`src/shared/atrs_regs.vh`:
```
`ifndef ATRS_REGS_VH
`define ATRS_REGS_VH

// register byte offsets
`define ATRS_OFF_CONTROL_A 8'hB0
`define ATRS_OFF_COUNTER 8'hB2
`define ATRS_OFF_COMPARE_A 8'hB3
`define ATRS_OFF_ASYNC_STATUS 8'hB6
`define ATRS_OFF_IRQ_FLAGS 8'hB7
`define ATRS_OFF_IRQ_ENABLE 8'hB8

// async_clock_status fields
`define ATRS_BIT_EXT_CLOCK_EN 4
`define ATRS_BIT_ASYNC_SELECT 3
`define ATRS_BIT_COUNTER_BUSY 2
`define ATRS_BIT_COMPARE_BUSY 1
`define ATRS_BIT_CONTROL_BUSY 0

// timer_control_a fields
`define ATRS_BIT_FORCE_A 7
`define ATRS_COM_HI 5
`define ATRS_COM_LO 4
`define ATRS_CS_HI 2
`define ATRS_CS_LO 0

// flag and enable fields
`define ATRS_BIT_COMPARE_FLAG 1
`define ATRS_BIT_OVERFLOW_FLAG 0

// reset values
`define ATRS_RST_BYTE 8'h00
`define ATRS_RST_FLAGS 2'h0

// timing counts
`define ATRS_XFER_EDGES 2
`define ATRS_FLAG_SYNC_STAGES 3
`define ATRS_HALT_CYCLES 3'h4
`define ATRS_COUNTER_MAX 8'hFF

`endif

```
`src/logic/atrs_edge_det.v`:
```
`timescale 1ns/1ps
`default_nettype none

// rising-edge detector for the timer oscillator input; one cycle late pulse
module atrs_edge_det (
    input wire clk_sys_in,
    input wire rst_n_in,
    input wire sig_in,
    output reg rise_out
);

reg prev_q;

always @(posedge clk_sys_in or negedge rst_n_in) begin
    if (!rst_n_in) begin
        prev_q <= 1'b0;
        rise_out <= 1'b0;
    end else begin
        prev_q <= sig_in;
        rise_out <= sig_in & ~prev_q;
    end
end

endmodule
`default_nettype wire

```
`src/logic/atrs_xfer_slot.v`:
```
`timescale 1ns/1ps
`default_nettype none

`include "atrs_regs.vh"

// temporary register with its own busy flag and two-edge transfer
module atrs_xfer_slot (
    input wire clk_sys_in,
    input wire rst_n_in,
    input wire wr_in,
    input wire async_in,
    input wire [7:0] data_in,
    input wire edge_in,
    output reg [7:0] temp_out,
    output reg busy_out,
    output reg load_out
);

reg [1:0] edge_cnt_q;

always @(posedge clk_sys_in or negedge rst_n_in) begin
    if (!rst_n_in) begin
        temp_out <= `ATRS_RST_BYTE;
        busy_out <= 1'b0;
        load_out <= 1'b0;
        edge_cnt_q <= 2'h0;
    end else begin
        load_out <= 1'b0;
        if (wr_in) begin
            temp_out <= data_in;
            edge_cnt_q <= 2'h0;
            // a second write while busy restarts the transfer
            if (async_in) begin
                busy_out <= 1'b1;
            end else begin
                busy_out <= 1'b0;
                load_out <= 1'b1;
            end
        end else if (busy_out && edge_in) begin
            if (edge_cnt_q == (`ATRS_XFER_EDGES - 1)) begin
                load_out <= 1'b1;
                busy_out <= 1'b0;
                edge_cnt_q <= 2'h0;
            end else begin
                edge_cnt_q <= edge_cnt_q + 2'h1;
            end
        end
    end
end

endmodule
`default_nettype wire

```
`src/logic/atrs_core.v`:
```
// The plain strobed port is this design's own decision.
`timescale 1ns/1ps
`default_nettype none

`include "atrs_regs.vh"

// How it works
// - counter readable and writable; a counter write blocks the next timer-tick match
// - compare value A compared with counter on each running timer tick; match sets flag and drives output
// - external clock buffer enabled with ext bit and async; crystal only when bit clear
// - async select zero uses system clock, one uses oscillator input edges
// - counter, compare and control contents are left as they are across source changes
// - async writes set the matching busy flag; cleared when destination loads
// - counter read gives timer value; compare and control reads give temporaries
// - async writes go to a temporary, loaded after two oscillator rising edges
// - each of the three registers has its own temporary and transfer
// - in async mode compare is off while counter or compare write pends
// - after wake-up, wake logic rearms at the next oscillator rising edge
// - a wake-up halts the processor four cycles; timer already advanced
// - async counter reads come from a copy refreshed on each oscillator rise
// - async flags reach the processor one timer cycle plus three cycles later
// - compare output changes on the timer tick, not resynchronised
// - register contents need not survive power-down or standby wake-up
// - flags clear on vector acknowledge or on writing a one
module atrs_core (
    input wire clk_sys_in,
    input wire rst_n_in,
    input wire [7:0] addr_in,
    input wire [7:0] wdata_in,
    input wire wr_in,
    input wire rd_in,
    input wire timer_osc_in,
    input wire sleep_in,
    input wire [1:0] irq_ack_in,
    output reg [7:0] rdata_out,
    output reg compare_output_a_out,
    output reg compare_match_flag_out,
    output reg overflow_flag_out,
    output reg wake_out,
    output reg cpu_halt_out,
    output reg osc_crystal_en_out,
    output reg ext_clock_buf_en_out
);

////////////////////////////////////////////////////////////////////////////////
// helpers

function flag_next;
    input flag;
    input set;
    input clr;
    begin
        // a hardware set in the clearing cycle wins
        flag_next = set | (flag & ~clr);
    end
endfunction

function [7:0] ctrl_view;
    input [7:0] val;
    begin
        // force strobe always reads as zero
        ctrl_view = val & 8'h7F;
    end
endfunction

////////////////////////////////////////////////////////////////////////////////
// register state

reg ext_clock_input_en_q;
reg async_clock_select_q;
reg [7:0] counter_value_q;
reg [7:0] compare_value_a_q;
reg [7:0] timer_control_a_q;
reg [7:0] counter_sync_q;
reg [1:0] irq_enable_q;
reg block_match_q;
reg cmp_evt_pend_q;
reg ovf_evt_pend_q;
reg [`ATRS_FLAG_SYNC_STAGES-1:0] cmp_sync_q;
reg [`ATRS_FLAG_SYNC_STAGES-1:0] ovf_sync_q;
reg wake_armed_q;
reg [2:0] halt_cnt_q;

wire osc_rise;
wire [7:0] cnt_temp;
wire [7:0] cmp_temp;
wire [7:0] ctl_temp;
wire counter_update_busy;
wire compare_update_busy;
wire control_update_busy;
wire cnt_load;
wire cmp_load;
wire ctl_load;

////////////////////////////////////////////////////////////////////////////////
// bus decode

wire wr_counter = wr_in && (addr_in == `ATRS_OFF_COUNTER);
wire wr_compare = wr_in && (addr_in == `ATRS_OFF_COMPARE_A);
wire wr_control = wr_in && (addr_in == `ATRS_OFF_CONTROL_A);
wire wr_status = wr_in && (addr_in == `ATRS_OFF_ASYNC_STATUS);
wire wr_flags = wr_in && (addr_in == `ATRS_OFF_IRQ_FLAGS);
wire wr_enable = wr_in && (addr_in == `ATRS_OFF_IRQ_ENABLE);

////////////////////////////////////////////////////////////////////////////////
// oscillator edge and transfer slots

atrs_edge_det u_osc_edge (
    .clk_sys_in(clk_sys_in),
    .rst_n_in(rst_n_in),
    .sig_in(timer_osc_in),
    .rise_out(osc_rise)
);

// separate slots keep a counter write from disturbing a pending compare write
atrs_xfer_slot u_slot_counter (
    .clk_sys_in(clk_sys_in),
    .rst_n_in(rst_n_in),
    .wr_in(wr_counter),
    .async_in(async_clock_select_q),
    .data_in(wdata_in),
    .edge_in(osc_rise),
    .temp_out(cnt_temp),
    .busy_out(counter_update_busy),
    .load_out(cnt_load)
);

atrs_xfer_slot u_slot_compare (
    .clk_sys_in(clk_sys_in),
    .rst_n_in(rst_n_in),
    .wr_in(wr_compare),
    .async_in(async_clock_select_q),
    .data_in(wdata_in),
    .edge_in(osc_rise),
    .temp_out(cmp_temp),
    .busy_out(compare_update_busy),
    .load_out(cmp_load)
);

atrs_xfer_slot u_slot_control (
    .clk_sys_in(clk_sys_in),
    .rst_n_in(rst_n_in),
    .wr_in(wr_control),
    .async_in(async_clock_select_q),
    .data_in(wdata_in),
    .edge_in(osc_rise),
    .temp_out(ctl_temp),
    .busy_out(control_update_busy),
    .load_out(ctl_load)
);

////////////////////////////////////////////////////////////////////////////////
// timer tick and compare

// in sync mode every system edge is a tick; prescaling is outside this block
wire timer_tick = async_clock_select_q ? osc_rise : 1'b1;
wire running = |timer_control_a_q[`ATRS_CS_HI:`ATRS_CS_LO];
wire step = timer_tick && running;
wire [1:0] com_a = timer_control_a_q[`ATRS_COM_HI:`ATRS_COM_LO];

wire async_pending = async_clock_select_q &&
    (counter_update_busy || compare_update_busy);
wire match = step && (counter_value_q == compare_value_a_q) &&
    !block_match_q && !async_pending;
wire overflow = step && (counter_value_q == `ATRS_COUNTER_MAX);
wire force_cmp = ctl_load && ctl_temp[`ATRS_BIT_FORCE_A];

always @(posedge clk_sys_in or negedge rst_n_in) begin
    if (!rst_n_in) begin
        counter_value_q <= `ATRS_RST_BYTE;
        compare_value_a_q <= `ATRS_RST_BYTE;
        timer_control_a_q <= `ATRS_RST_BYTE;
        block_match_q <= 1'b0;
    end else begin
        // a source change leaves these as they are; no repair is attempted
        if (cnt_load) begin
            counter_value_q <= cnt_temp;
            block_match_q <= 1'b1;
        end else if (step) begin
            counter_value_q <= counter_value_q + 8'h01;
            block_match_q <= 1'b0;
        end
        if (cmp_load) begin
            compare_value_a_q <= cmp_temp;
        end
        if (ctl_load) begin
            timer_control_a_q <= ctrl_view(ctl_temp);
        end
    end
end

// output pin follows the tick directly, no flag synchroniser in the path
always @(posedge clk_sys_in or negedge rst_n_in) begin
    if (!rst_n_in) begin
        compare_output_a_out <= 1'b0;
    end else if (match || force_cmp) begin
        case (com_a)
            2'h1: compare_output_a_out <= ~compare_output_a_out;
            2'h2: compare_output_a_out <= 1'b0;
            2'h3: compare_output_a_out <= 1'b1;
            default: compare_output_a_out <= compare_output_a_out;
        endcase
    end
end

////////////////////////////////////////////////////////////////////////////////
// counter read copy

always @(posedge clk_sys_in or negedge rst_n_in) begin
    if (!rst_n_in) begin
        counter_sync_q <= `ATRS_RST_BYTE;
    end else if (osc_rise) begin
        // refreshed only on oscillator rises, so stale after power-save wake
        counter_sync_q <= counter_value_q;
    end
end

////////////////////////////////////////////////////////////////////////////////
// interrupt flags

// async events wait one timer cycle, then cross three system stages
always @(posedge clk_sys_in or negedge rst_n_in) begin
    if (!rst_n_in) begin
        cmp_evt_pend_q <= 1'b0;
        ovf_evt_pend_q <= 1'b0;
        cmp_sync_q <= {`ATRS_FLAG_SYNC_STAGES{1'b0}};
        ovf_sync_q <= {`ATRS_FLAG_SYNC_STAGES{1'b0}};
    end else begin
        cmp_sync_q <= {cmp_sync_q[`ATRS_FLAG_SYNC_STAGES-2:0], 1'b0};
        ovf_sync_q <= {ovf_sync_q[`ATRS_FLAG_SYNC_STAGES-2:0], 1'b0};
        if (async_clock_select_q) begin
            if (osc_rise) begin
                cmp_sync_q[0] <= cmp_evt_pend_q;
                ovf_sync_q[0] <= ovf_evt_pend_q;
                cmp_evt_pend_q <= match;
                ovf_evt_pend_q <= overflow;
            end
        end else begin
            cmp_evt_pend_q <= 1'b0;
            ovf_evt_pend_q <= 1'b0;
        end
    end
end

wire async_mode = async_clock_select_q;
wire cmp_set = async_mode ? cmp_sync_q[`ATRS_FLAG_SYNC_STAGES-1] : match;
wire ovf_set = async_mode ? ovf_sync_q[`ATRS_FLAG_SYNC_STAGES-1] : overflow;
wire cmp_clr = irq_ack_in[`ATRS_BIT_COMPARE_FLAG] ||
    (wr_flags && wdata_in[`ATRS_BIT_COMPARE_FLAG]);
wire ovf_clr = irq_ack_in[`ATRS_BIT_OVERFLOW_FLAG] ||
    (wr_flags && wdata_in[`ATRS_BIT_OVERFLOW_FLAG]);

always @(posedge clk_sys_in or negedge rst_n_in) begin
    if (!rst_n_in) begin
        compare_match_flag_out <= 1'b0;
        overflow_flag_out <= 1'b0;
    end else begin
        compare_match_flag_out <= flag_next(compare_match_flag_out, cmp_set, cmp_clr);
        overflow_flag_out <= flag_next(overflow_flag_out, ovf_set, ovf_clr);
    end
end

////////////////////////////////////////////////////////////////////////////////
// wake-up and processor halt

wire irq_pending = (compare_match_flag_out && irq_enable_q[`ATRS_BIT_COMPARE_FLAG]) ||
    (overflow_flag_out && irq_enable_q[`ATRS_BIT_OVERFLOW_FLAG]);

always @(posedge clk_sys_in or negedge rst_n_in) begin
    if (!rst_n_in) begin
        wake_out <= 1'b0;
        wake_armed_q <= 1'b1;
        halt_cnt_q <= 3'h0;
        cpu_halt_out <= 1'b0;
    end else begin
        wake_out <= 1'b0;
        if (sleep_in && wake_armed_q && irq_pending) begin
            wake_out <= 1'b1;
            wake_armed_q <= 1'b0;
            halt_cnt_q <= `ATRS_HALT_CYCLES;
            cpu_halt_out <= 1'b1;
        end else begin
            if (osc_rise) begin
                // a re-entry before this edge gets no new wake-up
                wake_armed_q <= 1'b1;
            end
            if (halt_cnt_q != 3'h0) begin
                halt_cnt_q <= halt_cnt_q - 3'h1;
                cpu_halt_out <= (halt_cnt_q != 3'h1);
            end
        end
    end
end

////////////////////////////////////////////////////////////////////////////////
// clock source control and enables

always @(posedge clk_sys_in or negedge rst_n_in) begin
    if (!rst_n_in) begin
        ext_clock_input_en_q <= 1'b0;
        async_clock_select_q <= 1'b0;
        irq_enable_q <= `ATRS_RST_FLAGS;
        osc_crystal_en_out <= 1'b0;
        ext_clock_buf_en_out <= 1'b0;
    end else begin
        if (wr_status) begin
            ext_clock_input_en_q <= wdata_in[`ATRS_BIT_EXT_CLOCK_EN];
            async_clock_select_q <= wdata_in[`ATRS_BIT_ASYNC_SELECT];
        end
        if (wr_enable) begin
            irq_enable_q <= wdata_in[1:0];
        end
        osc_crystal_en_out <= async_clock_select_q && !ext_clock_input_en_q;
        ext_clock_buf_en_out <= async_clock_select_q && ext_clock_input_en_q;
    end
end

////////////////////////////////////////////////////////////////////////////////
// read port

wire [7:0] status_view = {3'h0, ext_clock_input_en_q, async_clock_select_q,
    counter_update_busy, compare_update_busy, control_update_busy};
wire [7:0] counter_view = async_clock_select_q ? counter_sync_q : counter_value_q;

always @(posedge clk_sys_in or negedge rst_n_in) begin
    if (!rst_n_in) begin
        rdata_out <= `ATRS_RST_BYTE;
    end else if (rd_in) begin
        case (addr_in)
            `ATRS_OFF_COUNTER: rdata_out <= counter_view;
            `ATRS_OFF_COMPARE_A: rdata_out <= cmp_temp;
            `ATRS_OFF_CONTROL_A: rdata_out <= ctrl_view(ctl_temp);
            `ATRS_OFF_ASYNC_STATUS: rdata_out <= status_view;
            `ATRS_OFF_IRQ_FLAGS: rdata_out <= {6'h00, compare_match_flag_out,
                overflow_flag_out};
            `ATRS_OFF_IRQ_ENABLE: rdata_out <= {6'h00, irq_enable_q};
            default: rdata_out <= 8'h00;
        endcase
    end else begin
        rdata_out <= 8'h00;
    end
end

endmodule
`default_nettype wire

```
`config.mk`:
```
export PLATFORM = sky130hd
export DESIGN_NAME = atrs_core
export DESIGN_NICKNAME = d
export VERILOG_FILES = /design/src/logic/atrs_edge_det.v /design/src/logic/atrs_xfer_slot.v /design/src/logic/atrs_core.v
export VERILOG_INCLUDE_DIRS = /design/src /design/src/shared
export SDC_FILE = /design/constraint.sdc
export NUM_CORES = 1
export LEC_CHECK = 0
export ABC_AREA = 1
export BUFFER_PORTS_ARGS = -buffer_cell sky130_fd_sc_hd__clkbuf_2
export CAP_MARGIN = 20
export CORE_MARGIN = 5
export CORE_UTILIZATION = 45
export CTS_BUF_LIST = sky130_fd_sc_hd__clkbuf_2 sky130_fd_sc_hd__clkbuf_4 sky130_fd_sc_hd__clkbuf_8
export DETAILED_ROUTE_END_ITERATION = 8
export GPL_ROUTABILITY_DRIVEN = 0
export GPL_TIMING_DRIVEN = 0
export PLACE_DENSITY = 0.72
export SYNTH_ARGS = -nofsm -noshare
export SYNTH_HDL_FRONTEND = slang
export SYNTH_SLANG_ARGS = --single-unit
```
`constraint.sdc`:
```
create_clock -name clk_sys_in -period 1.6 [get_ports clk_sys_in]
set_clock_uncertainty 0.15 [all_clocks]
set_input_delay 0.32 -clock clk_sys_in [delete_from_list [all_inputs] [get_ports clk_sys_in]]
set_output_delay 0.32 -clock clk_sys_in [all_outputs]
set_load 0.01 [all_outputs]
```
==> impl_metrics.toml <==
[clocking]
cts.sinks = 99
path_clk_slew_ns = 0.11
cts_tree = "yes"
clockRootBuffer = "clkbuf_8"
clockBufferDepth = 2
numCtsBuffers = 9
clock_latency_ns = 0.39
htree_levels = 3

[sta]
setup_viol = 1
drv_slew = 0
period_needed_ns = 1.60
slew_headroom = 0.690
tightest_slew_ns = 0.465
hold-worst-slack_ns = 0.0108
fin_crit_sh = 1.00
hold_viol = 0
setup_ws_ns = -0.00000222
max_freq_ghz = 0.625
rsz0062_at_grt = "yes"

[placed_design]
io_buffers = 37
place_area_mm2 = 0.00486
dp_hpwl_mm = 7.50

[routing]
drtPass1Iterations = 5
wirelength_mm = 10.3
num_vias = 3593
first_iter_violations = 220
drc = 0
via_per_inst = 5.09
antenna_left = 0
avgRoutedWirePerCell_um = 14.6

[synth]
synth_flop_cell = "dfrtp_1"
yosysTopAreaCell = "dfrtp_1"
synth_cells = 505
ys_types = 38
ys_top_cells_by_area = "dfrtp_1, nand2_1, o21ai_0"
async_flop_share = 1.00
synth_fp_nets = 533
syn-cell-area_mm2 = 0.00448
synth_top_area_frac = 0.548
yosys_warnings = 0
ys_seq_area_frac = 0.554
synth_edf_count = 0
avgSynthCellArea_um2 = 8.86
ys_seq_elements = 99

[global_route]
grt_antenna_before_repair = 0
grt_pass1_wl_mm = 17.0
overflow = 0
grt_max_degree = 69
grt_pass1_vias = 3493
grtUsageTotal = 0.186

[run_status]
violations = "setup timing"
status = "complete, but fails checks"

[hold_path]
hp-class = "input pin to register"

[worst_setup_path]
critPathLaunchType = "register"
cp_max_fo = 5
criticalPathCategory = "register to register"
worstSetupEndpointType = "register"
critPathArrivalTime_ns = 1.76
cp_data_required_time_ns = 1.76

[die]
io_pins = 39
die_width_um = 110
initial_core_util = 0.460
fp-row-count = 36
dieArea_mm2 = 0.0120
core_area_mm2 = 0.00973
die_h_um = 110

[layout]
drive_above_1_share = 0.199
design_area_mm2 = 0.00528
fin_nets = 596
final_cell_mix = "nand2_1, dfrtp_1, inv_1"
syn_to_final_growth_pct = 17.9
diodes = 0
final_common_cell = "nand2_1"

[power]
leakage_uw = 0.00260
ir_drop_mv = 0.405
powerDensity_mw_per_mm2 = 927

[flow_run]
maxCapViolations = 0
## per-stage QoR
step | worst slack [ns] | power, uW | utilization | setup TNS, ns | instances
after global routing | -0.0827 | 5130 | 0.542 | -0.267 | 706
after CTS | 0.00459 | 4920 | 0.537 | 0 | 703
after global placement | -1.16 | 3240 | 0.496 | -119.13 | 675
final | -0.00000222 | 4890 | 0.542 | -0.00000222 | 706
after detailed placement | -0.360 | 3280 | 0.499 | -6.72 | 676
after floorplan | 0.0814 | 3070 | - | 0 | 505
## flip-flops by register name (all words and copies together) (netlist names), 2 cells and up
signal,flops
compare_value_a_q,8
counter_sync_q,8
counter_value_q,8
rdata_out,8
u_slot_compare.temp_out,8
u_slot_control.temp_out,8
u_slot_counter.temp_out,8
timer_control_a_q,5
cmp_sync_q,3
halt_cnt_q,3
ovf_sync_q,3
irq_enable_q,2
u_slot_compare.edge_cnt_q,2
u_slot_control.edge_cnt_q,2
u_slot_counter.edge_cnt_q,2
## what timing repair did
action                     in CTS  in global routing
setup endpoints to repair      13                 10
pin swaps                       5                  5
buffers inserted                9                  3
resized for setup              18                 13
hold buffers                    2                  0
hold endpoints to repair       33                  0
## report_power, final
part           switching [uW]  internal (uW)  leakage (uW)
registers                75.1           2630       0.00133
logic                     346            216       0.00116
clock network            1000            626      0.000101
## final timing paths
| check | startpoint | end | slack (ns) | depth (start not counted) |
|---|---|---|---|---|
| max reg2reg | u_osc_edge.rise_out | counter_value_q[7] | -0.000002 | 7 |
| min in group asynchronous | rst_n_in | rdata_out[6] | 0.29 | 2 |
| max | u_osc_edge.rise_out | counter_value_q[7] | -0.000002 | 7 |
| min reg2reg | cmp_sync_q[1] | cmp_sync_q[2] | 0.21 | 0 |
| max in group asynchronous | rst_n_in | wake_armed_q | 0.30 | 3 |
| min | irq_ack_in[0] | overflow_flag_out | 0.01 | 4 |
## kinds of logic after synthesis
kind of cell             after synthesis  synth area share
buffers and inverters                 80            0.0738
adder cells (fa/ha/maj)                4            0.0112
AND/OR/NAND/NOR                      213             0.211
XOR/XNOR                               6            0.0117
AO/OA/AOI/OAI                        101             0.134
flip-flops                            99             0.554
multiplexers                           2           0.00503
## cells in the mapped netlist, types with 2 or more instances
master and n:
inv_1 65, o211ai_1 7, dfrtp_1 98, buf_6 3, nor2_8 3, nor2_1 30, o21ai_0 59, nand2_2 2
nand3_1 21, o21ai_2 9, a31oi_1 2, nand4_1 7, xor2_1 5, nor3_1 4, ha_1 4, a21oi_1 10
nand2_4 2, o22ai_1 4, buf_2 3, nand3b_1 2, mux2_2 2, o221ai_1 3, clkbuf_1 7, nand2_1 139
## cell type report
cell class | count | area [um2]
repair buffers | 52 | 333
flip-flops and latches | 99 | 2480
clock inverters | 7 | 82.6
inverters | 66 | 248
clock buffers | 9 | 124
fillers | 894 | 4450
plain buffers | 14 | 91.3
well taps | 133 | 166
multi-input cells | 326 | 1750
## critical path, cell delays in order (launching register included)
cell      delay (ns)
dfrtp_1         0.39
buf_6           0.13
nor2_4          0.12
a21oi_4         0.07
nor2_1          0.18
inv_1           0.14
o21ai_0         0.21
o21bai_1        0.14
## metal layers
metal  track usage  vias up  wire length [um]
li1              -     1755                 -
met2         0.306       96              5040
met5             0        -                 0
met3        0.0382       19               492
met4        0.0730        0               238
met1         0.242     1723              4530
(Power assumes the default switching activity.)
